## src/verilog/sdl_pkg.sv

```systemverilog
// Function
// edge select picks rising or falling strobe
// sleep stops recovery, floats every output
// lock indicator low once locked
// recovered word-rate clock strobes data
// output enable low floats data, clock
// unlocked: data, clock float; lock high
// lock indicator live while outputs disabled
// recovered clock runs only while locked
// no lock without running reference clock
// outputs float until stream locked
// serializer sends sync while request high
// lock indicator feeds serializer request input
// random data lock without sync patterns
// data valid while lock indicator low
// keep monitoring; lock high on loss
// strip two clock bits, output ten
// loss after four bad words running
// three words before loss are suspect
// sync request sends at least 1024 symbols
// float controls from sleep, enable, lock
package sdl_pkg;

  // ****************************************
  // framing
  // ****************************************
  localparam int          WORD_BITS   = 10;
  localparam int          FRAME_BITS  = WORD_BITS + 2;
  localparam logic [3:0]  LAST_BIT    = 4'hB;
  localparam logic [3:0]  HALF_BIT    = 4'h6;
  localparam logic [2:0]  LOSS_WORDS  = 3'h4;
  localparam logic [3:0]  LOCK_WORDS  = 4'h8;

  // ****************************************
  // timing
  // ****************************************
  localparam int          CLK_PERIOD_NS  = 10;
  localparam int          REF_TIMEOUT_NS = 1000;
  localparam int          REF_TIMEOUT_CYC = REF_TIMEOUT_NS / CLK_PERIOD_NS;

  // ****************************************
  // register map
  // ****************************************
  localparam logic [7:0]  CTRL_OFS    = 8'h00;
  localparam logic [7:0]  STATUS_OFS  = 8'h04;
  localparam logic [7:0]  LOSS_OFS    = 8'h08;
  localparam int          CTRL_OE_BIT = 0;
  localparam int          CTRL_HUNT_BIT = 1;
  localparam logic        CTRL_OE_RST = 1'b1;
  localparam logic [2:0]  HSIZE_WORD  = 3'h2;

  typedef struct packed {
    logic                 strobe;
    logic                 valid;
    logic [WORD_BITS-1:0] data;
  } sdl_word_t;

  typedef enum logic [1:0] {SDL_HUNT, SDL_CHECK, SDL_LOCKED} sdl_state_t;

endpackage

```

## src/verilog/sdl_deser.sv

```systemverilog
`timescale 1ns/100ps
module sdl_deser
  import sdl_pkg::*;
(
  // clock and reset
  input  wire logic                 hclk,
  input  wire logic                 hresetn,
  // register bus
  input  wire logic                 hsel,
  input  wire logic [31:0]          haddr,
  input  wire logic [1:0]           htrans,
  input  wire logic                 hwrite,
  input  wire logic [2:0]           hsize,
  input  wire logic [31:0]          hwdata,
  input  wire logic                 hready,
  output logic [31:0]               hrdata,
  output logic                      hreadyout,
  output logic                      hresp,
  // serial link
  input  wire logic                 serial_in_pos,
  input  wire logic                 serial_in_neg,
  input  wire logic                 local_reference_clock,
  // control pins
  input  wire logic                 sleep_n,
  input  wire logic                 out_edge_select,
  // parallel side
  output logic [WORD_BITS-1:0]      parallel_word_out,
  output logic                      word_oe_n,
  output logic                      recovered_clock,
  output logic                      recovered_clock_oe_n,
  output logic                      lock_n,
  output logic                      lock_oe_n
);

  // ****************************************
  // declarations
  // ****************************************
  sdl_state_t            state_ff;
  sdl_state_t            nxt_state;
  logic [3:0]            good_ff;
  logic [3:0]            nxt_good;
  logic [2:0]            bad_ff;
  logic [2:0]            nxt_bad;
  logic                  slip;
  logic                  ref_ok;
  logic                  serial_bit;
  logic                  rehunt_ff;
  logic                  out_en_ff;
  logic [15:0]           loss_cnt_ff;
  logic [WORD_BITS-1:0]  pend_ff;
  logic [WORD_BITS-1:0]  pword_ff;
  logic                  rclk_ff;
  logic                  word_oe_n_ff;
  logic                  rclk_oe_n_ff;
  logic                  lock_n_ff;
  logic                  lock_oe_n_ff;
  logic                  nxt_word_oe_n;
  logic                  nxt_rclk_oe_n;
  logic                  nxt_lock_oe_n;
  logic                  locked;
  logic                  load_word;
  logic [3:0]            bit_cnt;
  sdl_word_t             wd;
  logic                  wr_pend_ff;
  logic [7:0]            wr_addr_ff;
  logic [31:0]           hrdata_ff;
  logic [31:0]           nxt_rdata;
  logic                  bus_take;

  // ****************************************
  // front end
  // ****************************************
  // undriven pair (both equal) reads as zero: framing fails, no false lock
  assign serial_bit = serial_in_pos & ~serial_in_neg;
  assign locked     = (state_ff == SDL_LOCKED);

  sdl_ref_mon u_ref_mon (
    .hclk    (hclk),
    .hresetn (hresetn),
    .ref_in  (local_reference_clock),
    .ref_ok  (ref_ok)
  );

  // sleep holds the aligner cleared, which stops recovery
  sdl_word_align u_align (
    .hclk       (hclk),
    .hresetn    (hresetn),
    .run        (sleep_n),
    .slip       (slip),
    .serial_bit (serial_bit),
    .word       (wd),
    .bit_cnt    (bit_cnt)
  );

  // ****************************************
  // lock search and monitor
  // ****************************************
  // hunting slips one bit per bad frame; random data or sync patterns both
  // converge because the clock bits are the only fixed 1-then-0 pair
  always_comb begin
    nxt_state = state_ff;
    nxt_good  = good_ff;
    nxt_bad   = bad_ff;
    slip      = 1'b0;
    if (!sleep_n || !ref_ok || rehunt_ff) begin
      nxt_state = SDL_HUNT;
      nxt_good  = 4'h0;
      nxt_bad   = 3'h0;
    end else if (wd.strobe) begin
      case (state_ff)
        SDL_HUNT, SDL_CHECK: begin
          if (wd.valid) begin
            nxt_good  = good_ff + 4'h1;
            nxt_state = (nxt_good == LOCK_WORDS) ? SDL_LOCKED : SDL_CHECK;
          end else begin
            nxt_good  = 4'h0;
            nxt_state = SDL_HUNT;
            slip      = 1'b1;
          end
        end
        SDL_LOCKED: begin
          if (wd.valid) begin
            nxt_bad = 3'h0;
          end else if (bad_ff == LOSS_WORDS - 3'h1) begin
            nxt_state = SDL_HUNT;
            nxt_bad   = 3'h0;
            nxt_good  = 4'h0;
          end else begin
            nxt_bad = bad_ff + 3'h1;
          end
        end
        default: begin
          nxt_state = SDL_HUNT;
        end
      endcase
    end
  end

  always_ff @(posedge hclk or negedge hresetn) begin
    if (!hresetn) begin
      state_ff <= SDL_HUNT;
      good_ff  <= 4'h0;
      bad_ff   <= 3'h0;
    end else begin
      state_ff <= nxt_state;
      good_ff  <= nxt_good;
      bad_ff   <= nxt_bad;
    end
  end

  always_ff @(posedge hclk or negedge hresetn) begin
    if (!hresetn) begin
      loss_cnt_ff <= 16'h0000;
    end else if (locked && nxt_state == SDL_HUNT && loss_cnt_ff != 16'hFFFF) begin
      loss_cnt_ff <= loss_cnt_ff + 16'h0001;
    end
  end

  // ****************************************
  // recovered clock and data
  // ****************************************
  // data moves on the inactive edge so the selected edge sees it settled
  assign load_word = locked && (bit_cnt == (out_edge_select ? HALF_BIT : 4'h0));

  always_ff @(posedge hclk or negedge hresetn) begin
    if (!hresetn) begin
      pend_ff  <= '0;
      pword_ff <= '0;
      rclk_ff  <= 1'b0;
    end else begin
      if (wd.strobe && wd.valid) begin
        pend_ff <= wd.data;
      end
      if (load_word) begin
        pword_ff <= pend_ff;
      end
      rclk_ff <= locked && (bit_cnt < HALF_BIT);
    end
  end

  // ****************************************
  // output drive control
  // ****************************************
  // sleep wins over enable; lock pin ignores enable
  always_comb begin
    nxt_lock_oe_n = !sleep_n;
    nxt_word_oe_n = !(sleep_n && out_en_ff && locked);
    nxt_rclk_oe_n = nxt_word_oe_n;
  end

  always_ff @(posedge hclk or negedge hresetn) begin
    if (!hresetn) begin
      word_oe_n_ff <= 1'b1;
      rclk_oe_n_ff <= 1'b1;
      lock_oe_n_ff <= 1'b1;
      lock_n_ff    <= 1'b1;
    end else begin
      word_oe_n_ff <= nxt_word_oe_n;
      rclk_oe_n_ff <= nxt_rclk_oe_n;
      lock_oe_n_ff <= nxt_lock_oe_n;
      lock_n_ff    <= !locked;
    end
  end

  assign parallel_word_out    = pword_ff;
  assign recovered_clock      = rclk_ff;
  assign word_oe_n            = word_oe_n_ff;
  assign recovered_clock_oe_n = rclk_oe_n_ff;
  assign lock_n               = lock_n_ff;
  assign lock_oe_n            = lock_oe_n_ff;

  // ****************************************
  // register bus
  // ****************************************
  // zero wait states: read data is prepared during the address phase
  assign bus_take = hsel && htrans[1] && hready && (hsize == HSIZE_WORD);

  always_comb begin
    nxt_rdata = 32'h0000_0000;
    case (haddr[7:0])
      CTRL_OFS: begin
        nxt_rdata[CTRL_OE_BIT] = out_en_ff;
      end
      STATUS_OFS: begin
        nxt_rdata = {6'h00, pend_ff, 11'h000, ref_ok, good_ff[0], state_ff, locked};
      end
      LOSS_OFS: begin
        nxt_rdata = {16'h0000, loss_cnt_ff};
      end
      default: begin
        nxt_rdata = 32'h0000_0000;
      end
    endcase
    if (haddr[31:8] != 24'h000000) begin
      nxt_rdata = 32'h0000_0000;
    end
  end

  always_ff @(posedge hclk or negedge hresetn) begin
    if (!hresetn) begin
      hrdata_ff  <= 32'h0000_0000;
      wr_pend_ff <= 1'b0;
      wr_addr_ff <= 8'h00;
    end else begin
      wr_pend_ff <= bus_take && hwrite && (haddr[31:8] == 24'h000000);
      if (bus_take) begin
        wr_addr_ff <= haddr[7:0];
      end
      if (bus_take && !hwrite) begin
        hrdata_ff <= nxt_rdata;
      end
    end
  end

  // rehunt is a one-cycle self-clearing command
  always_ff @(posedge hclk or negedge hresetn) begin
    if (!hresetn) begin
      out_en_ff <= CTRL_OE_RST;
      rehunt_ff <= 1'b0;
    end else begin
      rehunt_ff <= 1'b0;
      if (wr_pend_ff && wr_addr_ff == CTRL_OFS) begin
        out_en_ff <= hwdata[CTRL_OE_BIT];
        rehunt_ff <= hwdata[CTRL_HUNT_BIT];
      end
    end
  end

  assign hrdata    = hrdata_ff;
  assign hreadyout = 1'b1;
  assign hresp     = 1'b0;
endmodule

```

## src/verilog/sdl_ref_mon.sv

```systemverilog
`timescale 1ns/100ps
module sdl_ref_mon
  import sdl_pkg::*;
(
  // clock and reset
  input  wire logic hclk,
  input  wire logic hresetn,
  // reference
  input  wire logic ref_in,
  output logic      ref_ok
);

  logic       ref_prev_ff;
  logic [7:0] idle_ff;

  // a stopped reference in either level times out
  always_ff @(posedge hclk or negedge hresetn) begin
    if (!hresetn) begin
      ref_prev_ff <= 1'b0;
      idle_ff     <= 8'hFF;
    end else begin
      ref_prev_ff <= ref_in;
      if (ref_in != ref_prev_ff) begin
        idle_ff <= 8'h00;
      end else if (idle_ff != 8'hFF) begin
        idle_ff <= idle_ff + 8'h01;
      end
    end
  end

  assign ref_ok = (idle_ff < 8'(REF_TIMEOUT_CYC));

endmodule

```

## src/verilog/sdl_word_align.sv

```systemverilog
`timescale 1ns/100ps
module sdl_word_align
  import sdl_pkg::*;
(
  // clock and reset
  input  wire logic       hclk,
  input  wire logic       hresetn,
  // control
  input  wire logic       run,
  input  wire logic       slip,
  input  wire logic       serial_bit,
  // word out
  output sdl_word_t       word,
  output logic [3:0]      bit_cnt
);

  logic [FRAME_BITS-2:0] shift_ff;
  logic [3:0]            cnt_ff;
  sdl_word_t             word_ff;

  // slip holds the count one bit to walk the frame boundary
  always_ff @(posedge hclk or negedge hresetn) begin
    if (!hresetn) begin
      shift_ff <= '0;
      cnt_ff   <= 4'h0;
      word_ff  <= '0;
    end else begin
      shift_ff       <= run ? {shift_ff[FRAME_BITS-3:0], serial_bit} : '0;
      word_ff.strobe <= run && (cnt_ff == LAST_BIT) && !slip;
      word_ff.valid  <= shift_ff[FRAME_BITS-2] && !serial_bit;
      word_ff.data   <= shift_ff[WORD_BITS-1:0];
      if (!run) begin
        cnt_ff <= 4'h0;
      end else if (slip) begin
        cnt_ff <= cnt_ff;
      end else if (cnt_ff == LAST_BIT) begin
        cnt_ff <= 4'h0;
      end else begin
        cnt_ff <= cnt_ff + 4'h1;
      end
    end
  end

  assign word    = word_ff;
  assign bit_cnt = cnt_ff;

endmodule
```

## config.mk

```make
export PLATFORM = sky130hd
export DESIGN_NAME = sdl_deser
export DESIGN_NICKNAME = d
export VERILOG_FILES = /design/src/verilog/sdl_pkg.sv /design/src/verilog/sdl_deser.sv /design/src/verilog/sdl_ref_mon.sv /design/src/verilog/sdl_word_align.sv
export SDC_FILE = /design/constraint.sdc
export NUM_CORES = 1
export LEC_CHECK = 0
export BUFFER_PORTS_ARGS = -buffer_cell sky130_fd_sc_hd__buf_2
export CAP_MARGIN = 0
export CORE_MARGIN = 3
export CORE_UTILIZATION = 40
export CTS_CLUSTER_DIAMETER = 100
export DETAILED_ROUTE_END_ITERATION = 16
export GPL_TIMING_DRIVEN = 0
export MAX_ROUTING_LAYER = met4
export PLACE_DENSITY = 0.73
export SLEW_MARGIN = 20
export SYNTH_ARGS = -nofsm -noshare
export SYNTH_HDL_FRONTEND = slang
export SYNTH_SLANG_ARGS = --single-unit
export TNS_END_PERCENT = 10
```

## constraint.sdc

```tcl
create_clock -name hclk -period 2.4 [get_ports hclk]
set_clock_uncertainty 0.15 [all_clocks]
set_input_delay 0.12 -clock hclk [delete_from_list [all_inputs] [get_ports hclk]]
set_output_delay 0.12 -clock hclk [all_outputs]
set_load 0.01 [all_outputs]
```

# Yosys cells after proc, flatten, opt, wreduce, memory -nomap -nowiden
# Cells that the tools add are included.
totals:
  word_cells: 118
  input_bits: 79
  output_inout_bits: 49
  regBits: 128
classes:
  bitwise: 2
  order_cmp: 2
  reduce_logical: 39
  n_eq_ne: 15
  n_mux: 33
  addsub: 5
op_table:
  columns: ["op", "n"]
  rows:
  - ["$pmux 25 s2", 1]
  - ["$mux 32", 1]
  - ["$mux 4", 8]
  - ["$logic_not 24->1", 1]
  - ["$reduce_bool 24->1", 1]
  - ["$mux 3", 6]
  - ["$logic_and 1x1->1", 17]
  - ["$add 16x1->16 const B", 1]
  - ["$logic_not 8->1", 2]
  - ["$mux 8", 2]
  - ["$ne 16x16->1 const B", 1]
  - ["$mux 2", 6]
  - ["$mux 11", 1]
  - ["$add 4x1->4 const B", 2]
  - ["$add 8x1->8 const B", 1]
  - ["$eq 4x4->1 const B", 2]
  - ["$eq 8x3->1 const B", 1]
  - ["$eq 8x4->1 const B", 1]
  - ["$lt 8x7->1 const B", 1]
  - ["$ne 8x8->1 const B", 1]
  - ["$pmux 4 s2", 1]
  - ["$logic_not 1->1", 7]
  - ["$eq 3x2->1 const B", 2]
  - ["$reduce_bool 2->1", 3]
  - ["other kinds (20)", 26]

# Logic depth before layout (Yosys ltp)
# Gate-level depths: netlist of run 1.
logic_depth:
  ltp_word: 10
  mapped_depth: 7
  mapped_depth_nobuf: 5

# Modules after synthesis
# A second synthesis of run 1 with hierarchy kept.
hier_totals:
  cells_unflattened: 413
  hier_area_um2: 5277.6
modules_own_cells:
  columns: ["mod", "area_each_um2", "instances", "cells_each", "seq_area_each_um2"]
  rows:
  - ["sdl_deser", 3871.2, 1, 304, 2157.1]
  - ["sdl_word_align", 884.6, 1, 59, 675.6]
  - ["sdl_ref_mon", 521.8, 1, 50, 235.2]

# Least setup slack after synthesis of run 1
# No wires, ideal clock.
synth_timing:
  path_kind: "register to register"
  start: "register loss_cnt_ff[0]"
  end: "register loss_cnt_ff[15]"
  required_ps: 2170
  path_stages_with_launch: 7
  setup_ps: 80
  arrival_time_ps: 1620
  n_path_buf: 1
  setup_slack_ps: 550
  synth_period_minus_slack_ps: 1850
  path_cell_list: "dfrtp_1 > ha_1 > and3_1 > and4bb_2 > buf_2 > nor4b_1 > xnor2_1"
synth_via:
  elab_chain_len: 2
  elab_cells_between_ends: 3
  cone_classes: "add/sub (1); eq/ne (1); reduce/logical (1)"
synth_rtl:
  columns: ["element", "line", "source"]
  rows:
  - ["from (decl)", "sdl_deser.sv:49", "logic [15:0] loss_cnt_ff;"]
  - ["from (signal assigned)", "sdl_deser.sv:155", "loss_cnt_ff <= loss_cnt_ff + 16'h0001;"]
  - ["parallel branches: the longest is 2 deep, another holds $add 16x1->16", null, null]
# Parallel ways; which one is timed is not known.
# A chain may end at the register's enable or synchronous reset.

# Final worst setup path of run 1
layout_timing:
  start: "input port haddr[1]"
  end: "register hrdata_ff[0], in the netlist hrdata[0]"
layout_via:
  elab_chain_len: 3
  elab_cells_between_ends: 5
  cone_classes: "eq/ne (2); mux (2); reduce/logical (1)"
layout_rtl:
  columns: ["element", "line", "source"]
  rows:
  - ["from (decl)", "sdl_deser.sv:10", "input wire logic [31:0] haddr,"]
  - ["$eq 8x4->1 (tied with other cells)", "sdl_deser.sv:220", "case (haddr[7:0])"]
  - ["$pmux 1 s3 (*)", "sdl_deser.sv:220", null]
  - ["$mux 32 (*)", "sdl_deser.sv:234", "if (haddr[31:8] != 24'h000000) begin"]
  - ["to (signal assigned)", "sdl_deser.sv:250", "hrdata_ff <= nxt_rdata;"]
  - ["to (decl)", "sdl_deser.sv:66", "logic [31:0] hrdata_ff;"]
# Mark *: on every way between the ends. The rest lies on a longest branch, timed or not.

==> run_results.csv, run 1 <==
group,metric,value,unit
sta,relSlewSlack,54.9,%
synthesis,syn_inst,413,
die,ioPinCount,128,
setup_path,crit_path_start_kind,"input port",
setup_path,cp_cell_sequence,"dlygate4sd3_1 -> buf_2 -> nor4_1 -> nand4_2 -> dlygate4sd3_1 -> o41ai_1",
routing,dr_total_vias,3696,
die,die_y,120,um
global_route,grt_use_met1,19.8,%
routing,wl,10700,um
synthesis,ys_types,58,
global_route,grt_use_met2,26.4,%
min_path,hold_path.class,"in2reg",
placed_design,port-buffer-count,88,
sta,fin_crit,2190,ps
die,core,12700,um^2
routing,first_pass_iters,4,
setup_path,crit_required,2530,ps
global_route,grt_pass1_wl,18100,um
global_route,grt_max_degree,70,
setup_path,worst-r2r-setup-slack,360,ps
routing,wl_per_cell,14.6,um
synthesis,synth_common_cells,"dfrtp_1 (110), mux2_2 (31), a22o_1 (23)",
setup_path,cpPeakStageDelay,620,ps
die,die_width,120,um
routing,post-route-drc-count,0,
finish,final_net_count,633,
placed_design,hpwl,7320,um
synthesis,yosys-top-cells-area,"dfrtp_1 (53%), mux2_2 (6.7%), dfstp_2 (6.0%)",
global_route,grt_use_total,16.1,%
sta,whs,14.0,ps
finish,diodes,0,
power_and_ir_drop,ir_worst_vdd,0.522,mV
clock_tree,numCtsBuffers,17,
global_route,antenna_found_initial,0,
setup_path,critPathArrivalTime,2320,ps
setup_path,worstSetupPathType,"in2reg",
sta,period_share,91.3,%
finish,syn_to_final_growth,28.6,%
clock_tree,htree_levels,4,
sta,layout_setup_ws,209,ps
clock_tree,clk_latency,400,ps
finish,drive_gt1_share,35.6,%
synthesis,avgSynthCellArea,12.6,um^2
finish,postLayoutCellArea,6710,um^2
power_and_ir_drop,p_per_area,708,nW/um^2
sta,setup_viol,0,
synthesis,synth_top_area_share,52.8,%
synthesis,synth_largest_area_cell,"dfrtp_1",
die,die_area,14400,um^2
sta,hold_viol,0,
power_and_ir_drop,finalPower,4.74,mW
clock_tree,path_clk_slew,50,ps
global_route,grt_pass1_vias,3780,
synthesis,yosysMostFrequentCell,"dfrtp_1",
finish,fillers,1090,
placed_design,place_area,5930,um^2
setup_path,worstPathMaxFanout,4,
synthesis,synth-edff-count,0,
clock_tree,clockBufferDepth,2,
synthesis,synthFlopType,"dfrtp_1",
placed_design,dpl_worst_slack,374,ps
power_and_ir_drop,p_leak,3.20,nW
setup_path,worst_path_most_repeated_cell,"dlygate4sd3_1",
global_route,top_usage_layer,"met2",
setup_path,end_kind,"register",
die,rows,41,
run_status,outcome,"finished clean",
synthesis,mappedNetlistArea,5220,um^2
clock_tree,clock-root-buffer,"clkbuf_16",
synthesis,synth_seq_cells,122,
synthesis,postSynth.asyncResetShare,100,%
run,maxCapViolations,0,
synthesis,yosys_warnings,0,
placed_design,gp_congestion,0.798,
routing,ant_nets,0,
global_route,grt_overflow,0,
sta,tightest_slew,674,ps
clock_tree,cts.sinks,122,
setup_path,slowest_stage,"dlygate4sd3_1",
clock_tree,cts_tree,"done",
sta,fmaxAchievable,456,MHz
routing,vias_per_cell,5.04,
finish,post-route-util,52.9,%
synthesis,synth_seq_area_share,58.8,%
die,start_util,41.2,%
global_route,use_met3,4.40,%
sta,rsz0062_at_grt,"no",
routing,drtIter0Drc,223,
sta,slew_viol_final,0,
state kept, by name, summed over array words and instances, names as in the netlist, 2 cells and up:
| name | flops |
|---|---|
| u_align.bit_cnt | 4 |
| wr_addr_ff | 8 |
| u_align.word | 12 |
| state_ff | 2 |
| u_ref_mon.idle_ff | 8 |
| loss_cnt_ff | 16 |
| parallel_word_out | 10 |
| pend_ff | 10 |
| hrdata | 26 |
| u_align.shift_ff | 11 |
| good_ff | 4 |
| bad_ff | 3 |
final timing paths:
check / from / to / cells after the start
max in group asynchronous: hresetn / lock_oe_n / 3
worst min-delay path: haddr[29] / hrdata[0] / 4
min in group asynchronous: hresetn / wr_addr_ff[6] / 2
worst max-delay path: haddr[1] / hrdata[0] / 6
worst max register to register: u_ref_mon.idle_ff[0] / u_ref_mon.idle_ff[5] / 5
worst min register to register: u_align.shift_ff[1] / u_align.word[1] / 0
worst max-delay path: cells and delay by family:
| kind | cells | cell delay (ps) |
|---|---|---|
| AO/OA/AOI/OAI | 1 | 330 |
| AND/OR/NAND/NOR | 2 | 560 |
| buffers and inverters | 3 | 1320 |
through the flow:
step                cells  setup TNS [ps]
finish                734               0
global route          734               0
CTS                   732               0
detailed placement    680               0
global placement      679          -39470
floorplan             419               0
report_power, final:
part / internal (mW) / switching, mW / leakage, nW / total (mW)
clock: 1.46 / 0.916 / 0.270 / 2.37
sequential: 2.11 / 0.0332 / 1.58 / 2.14
combinational: 0.109 / 0.118 / 1.34 / 0.226
metal layers:
metal | vias up | wire length, um | share of wire, %
met4 | 0 | 102 | 0.95
li1 | 1769 | - | -
met2 | 97 | 5360 | 50
met3 | 13 | 486 | 4.5
met1 | 1817 | 4770 | 45
met5 | - | 0 | 0
repair_timing:
item                                    4_1_cts  5_1_grt
endpoints found under the setup margin        0        1
buffers inserted                              0        2
endpoints found under the hold margin        90        0
hold buffers                                 20        0
gates resized for setup                       0        0
cell type report:
type / count / area [um^2] / share of cell area [%]
Tap cell: 172 / 215 / 3.21
Clock buffer: 19 / 443 / 6.61
Buffer: 21 / 138 / 2.05
Inverter: 12 / 45.0 / 0.672
Clock inverter: 13 / 120 / 1.79
Timing Repair Buffer: 111 / 689 / 10.3
Multi-Input combinational cell: 264 / 1990 / 29.6
Sequential cell: 122 / 3070 / 45.8
logic make-up (layout without fill, tap and decap cells):
family	count (synthesis)	in the layout	synth area share [%]
muxes	34	34	7.27
adders and majority gates	5	5	1.20
other	2	8	0.144
buffers and inverters	33	176	3.50
DFF	122	122	58.8
xor gates and xnor gates	19	19	3.19
AOI/OAI and AO/OA	58	58	8.93
and+or+nand+nor	140	140	16.9
layout by cell type, fill, tap and decap left out, types with 14 or more instances in the layout:
master / synthesis / final
a22o_1: 23 / 23
buf_2: 2 / 89
clkbuf_16: 0 / 17
dfrtp_1: 110 / 110
dlygate4sd3_1: 0 / 20
mux2_2: 31 / 31
nand2_1: 21 / 21
nor2_1: 19 / 19
nor3_1: 14 / 14
xor2_1: 14 / 14
Note: power is estimated with default switching activity, not from simulation.
==> run 2: changes to the inputs <==
--- a/config.mk
+++ b/config.mk
@@ -7,11 +7,10 @@
 export LEC_CHECK = 0
 export BUFFER_PORTS_ARGS = -buffer_cell sky130_fd_sc_hd__buf_2
 export CAP_MARGIN = 0
-export CORE_MARGIN = 3
+export CORE_MARGIN = 4
 export CORE_UTILIZATION = 40
 export CTS_CLUSTER_DIAMETER = 100
 export DETAILED_ROUTE_END_ITERATION = 16
-export GPL_TIMING_DRIVEN = 0
 export MAX_ROUTING_LAYER = met4
 export PLACE_DENSITY = 0.73
 export SLEW_MARGIN = 20
==> run_results.csv, run 2 (synthesis gave the netlist of run 1 again) <==
group,metric,value,unit
power_and_ir_drop,p_leak,3.14,nW
setup_path,worstSetupPathType,"in2reg",
sta,fmaxAchievable,452,MHz
die,die_area,14900,um^2
finish,drive_gt1_share,34.6,%
run,maxCapViolations,0,
routing,post-route-drc-count,0,
finish,final_net_count,617,
routing,dr_total_vias,3675,
die,core,12700,um^2
finish,largest_reg_flops,26,
sta,rsz0062_at_grt,"no",
setup_path,worstPathMaxFanout,4,
routing,wl_per_cell,14.9,um
clock_tree,htree_levels,4,
finish,fin_cells,718,
routing,wl,10700,um
sta,relSlewSlack,47.4,%
min_path,holdCritStartpoint,"haddr[24]",
setup_path,crit_path_start_kind,"input port",
placed_design,port-buffer-count,88,
die,start_util,41.2,%
clock_tree,cts.sinks,122,
placed_design,dpl.cell_count,664,
routing,ant_nets,0,
sta,hold_viol,0,
clock_tree,clk_latency,410,ps
routing,first_pass_iters,4,
routing,drtIter0Drc,215,
finish,diodes,0,
sta,layout_setup_ws,186,ps
die,die_width,122,um
placed_design,dpl_worst_slack,430,ps
setup_path,rr_startpoint,"loss_cnt_ff[0]",
setup_path,end_kind,"register",
finish,syn_to_final_growth,27.3,%
sta,fin_setup_tns,0,ps
finish,post-route-util,52.4,%
min_path,hold_path.class,"in2reg",
global_route,grt_pass1_wl,18100,um
clock_tree,cts_tree,"done",
clock_tree,clock-root-buffer,"clkbuf_16",
placed_design,gp_congestion,0.831,
sta,tightest_slew,786,ps
finish,layout_commonest_cell,"dfrtp_1",
finish,final_cell_mix,"dfrtp_1 (110), buf_2 (87), mux2_2 (31), a22o_1 (23), dlygate4sd3_1 (22)",
routing,vias_per_cell,5.12,
clock_tree,numCtsBuffers,17,
power_and_ir_drop,finalPower,4.91,mW
placed_design,hpwl,7270,um
global_route,grt_use_total,15.9,%
setup_path,critPathArrivalTime,2370,ps
sta,fin_crit,2210,ps
global_route,antenna_found_initial,0,
power_and_ir_drop,p_per_area,739,nW/um^2
run_status,outcome,"finished clean",
sta,setup_viol,0,
die,rows,41,
die,die_y,122,um
setup_path,crit_required,2550,ps
setup_path,cp-startpoint,"haddr[12]",
global_route,grt_pass1_vias,3742,
power_and_ir_drop,ir_worst_vdd,0.488,mV
clock_tree,path_clk_slew,60,ps
sta,period_share,92.3,%
global_route,grt_overflow,0,
sta,slew_viol_final,0,
die,ioPinCount,128,
clock_tree,clockBufferDepth,2,
global_route,grt_max_degree,73,
==> run 2: report_power, final <==
part / switching (mW) / internal [mW] / leakage (nW)
Sequential: 0.0302 / 2.11 / 1.58
Clock: 0.970 / 1.58 / 0.282
Combinational: 0.116 / 0.102 / 1.28
==> run 2: final cells by class <==
type / instances / area (um^2)
Fill cell: 1080 / 6030
Sequential cell: 122 / 3070
Multi-Input combinational cell: 264 / 1990
Timing Repair Buffer: 116 / 721
Clock buffer: 18 / 439
Tap cell: 172 / 215
Clock inverter: 14 / 163
Inverter: 12 / 45.0
==> run 2: final timing paths <==
kind	endpoint	slack (ps)	depth (start not counted)
setup / recovery	hrdata[0]	190	6
hold / removal	hrdata[0]	8	4
setup reg to reg	loss_cnt_ff[1]	420	5
hold reg to reg	u_align.word[4]	210	0
max in group asynchronous	wr_pend_ff	810	3
min in group asynchronous	recovered_clock_oe_n	90	2
==> run 2: layer usage <==
layer	vias up	wire (um)	global-route usage (%)
met4	0	135	4.83
met2	108	5360	25.6
met5	-	0	-
met1	1825	4600	19.2
met3	13	588	4.92
li1	1729	-	-
==> run 2: per-stage QoR <==
step                hold slack, ps  instance area, um^2
finish                        7.85                 6640
global route                  23.7                 6640
CTS                           1.31                 6640
detailed placement            -120                 5820
global placement              -126                 5820
floorplan                     -326                 5240
==> run 2: what timing repair did <==
action / CTS / global route
gates resized for setup: 0 / 0
hold endpoints to repair: 130 / 0
hold buffers: 22 / 0
setup buffers: 0 / 0
==> run 2: worst max-delay path, stage by stage <==
cell and delay, ps:
dlygate4sd3_1 540, buf_2 130, nor4_2 380, nand4_2 270, dlygate4sd3_1 650, o41ai_1 290
==> run 3: changes to the inputs <==
--- a/config.mk
+++ b/config.mk
@@ -7,12 +7,13 @@
 export LEC_CHECK = 0
 export BUFFER_PORTS_ARGS = -buffer_cell sky130_fd_sc_hd__buf_2
 export CAP_MARGIN = 0
+export CORE_ASPECT_RATIO = 0.6
 export CORE_MARGIN = 4
-export CORE_UTILIZATION = 40
+export CORE_UTILIZATION = 53
 export CTS_CLUSTER_DIAMETER = 100
 export DETAILED_ROUTE_END_ITERATION = 16
 export MAX_ROUTING_LAYER = met4
-export PLACE_DENSITY = 0.73
+export PLACE_DENSITY = 0.89
 export SLEW_MARGIN = 20
 export SYNTH_ARGS = -nofsm -noshare
 export SYNTH_HDL_FRONTEND = slang
==> run_results.csv, run 3 (synthesis gave the netlist of run 1 again) <==
group,metric,value,unit
sta,rsz0062_at_grt,"no",
setup_path,worst-r2r-setup-slack,260,ps
die,die_y,84.8,um
finish,final_cell_mix,"dfrtp_1 (110), buf_2 (87), mux2_2 (31), dlygate4sd3_1 (25), a22o_1 (23)",
sta,hold_viol,0,
sta,setup_viol,0,
global_route,grt_use_total,24.1,%
finish,diodes,0,
min_path,hold_path.class,"in2async",
setup_path,end_kind,"register",
global_route,grt_overflow,0,
setup_path,rr_endpoint,"good_ff[2]",
global_route,grt_pass1_vias,4102,
routing,ant_nets,0,
routing,dr_total_vias,3860,
routing,post-route-drc-count,0,
setup_path,rr_startpoint,"u_ref_mon.idle_ff[4]",
placed_design,dpl_worst_slack,383,ps
finish,drive_gt1_share,34.5,%
sta,layout_setup_ws,91.5,ps
finish,syn_to_final_growth,25.7,%
placed_design,gp_congestion,0.892,
setup_path,crit_required,2600,ps
setup_path,crit_path_start_kind,"input port",
routing,wl_per_cell,18.2,um
routing,wl,12400,um
power_and_ir_drop,p_leak,3.15,nW
die,die_width,136,um
die,start_util,55.5,%
setup_path,worstPathMaxFanout,13,
sta,relSlewSlack,56.8,%
setup_path,cpPeakStageDelay,620,ps
routing,first_pass_iters,5,
die,ioPinCount,128,
run,maxCapViolations,0,
clock_tree,htree_levels,4,
sta,slew_viol_final,0,
clock_tree,cts.sinks,122,
setup_path,slowest_stage,"dlygate4sd3_1",
sta,fmaxAchievable,433,MHz
clock_tree,postCtsSetupBuffers,0,
sta,period_share,96.2,%
power_and_ir_drop,p_per_area,711,nW/um^2
sta,fin_crit,2310,ps
setup_path,cp-startpoint,"haddr[19]",
setup_path,critPathBufInv,4,
die,core,9390,um^2
setup_path,worstSetupPathType,"in2reg",
run_status,outcome,"finished clean",
global_route,grt_pass1_wl,20900,um
setup_path,critPathArrivalTime,2510,ps
setup_path,worst_path_most_repeated_cell,"dlygate4sd3_1",
clock_tree,numCtsBuffers,17,
global_route,grt_max_degree,42,
placed_design,hpwl,7780,um
routing,drtIter0Drc,322,
clock_tree,cts_tree,"done",
clock_tree,clock-root-buffer,"clkbuf_16",
setup_path,cp_cell_sequence,"dlygate4sd3_1 -> buf_2 -> nor4_2 -> dlygate4sd3_1 -> nand4_2 -> nor4_4 -> buf_4 -> a221o_1",
clock_tree,clk_latency,410,ps
setup_path,crit_family,"buffers and inverters",
power_and_ir_drop,ir_worst_vdd,0.536,mV
placed_design,port-buffer-count,88,
clock_tree,clockBufferDepth,2,
finish,largest_reg_flops,26,
setup_path,reg2regPathDepth,4,
finish,final_net_count,620,
die,rows,27,
finish,layout_commonest_cell,"dfrtp_1",
sta,tightest_slew,648,ps
clock_tree,path_clk_slew,60,ps
routing,vias_per_cell,5.69,
die,die_area,11500,um^2
global_route,antenna_found_initial,0,
sta,fin_setup_tns,0,ps
run 3: worst max-delay path by stage:
| stage | cells after the start | end |
|---|---|---|
| 3_5_place_dp | 4 | good_ff[2] |
| 6_report | 8 | hrdata[3] |
| 4_1_cts | 8 | hrdata[3] |
| 5_1_grt | 8 | hrdata[3] |
| 3_3_place_gp | 5 | loss_cnt_ff[1] |
| 2_1_floorplan | 6 | loss_cnt_ff[15] |
run 3: where the power goes:
group / switching (mW) / leakage, nW / internal, mW
Clock: 0.948 / 0.266 / 1.34
Sequential: 0.0320 / 1.58 / 2.11
Combinational: 0.119 / 1.30 / 0.104
Total: 1.10 / 3.15 / 3.56
run 3: layout make-up:
class,count,area (um^2)
Clock inverter,13,97.6
Inverter,12,45.0
Sequential cell,122,3070
Clock buffer,18,439
Tap cell,130,163
Multi-Input combinational cell,264,1990
Timing Repair Buffer,119,751
Fill cell,666,2840
run 3: timing repair:
action	in CTS	in global routing
hold buffers	25	0
setup endpoints to repair	0	1
gates resized for setup	0	1
hold endpoints to repair	114	0
run 3: metal layers:
metal | wire, um | global-route usage [%] | share of wire, %
met5 | 0 | - | 0
met4 | 300 | 9.42 | 2.4
met3 | 750 | 6.16 | 6.1
met2 | 6200 | 38.4 | 50
met1 | 5100 | 29.8 | 41
run 3: per-stage QoR:
step	utilization, %	hold slack [ps]	power, mW	area (um^2)	instances
global route	69.8	134	4.83	6560	678
detailed placement	61.4	-31.8	2.37	5760	622
finish	69.8	77.9	4.66	6560	678
CTS	69.7	96.9	4.68	6550	678
global placement	61.4	-38.2	2.36	5760	622
floorplan	-	-326	2.26	5240	419
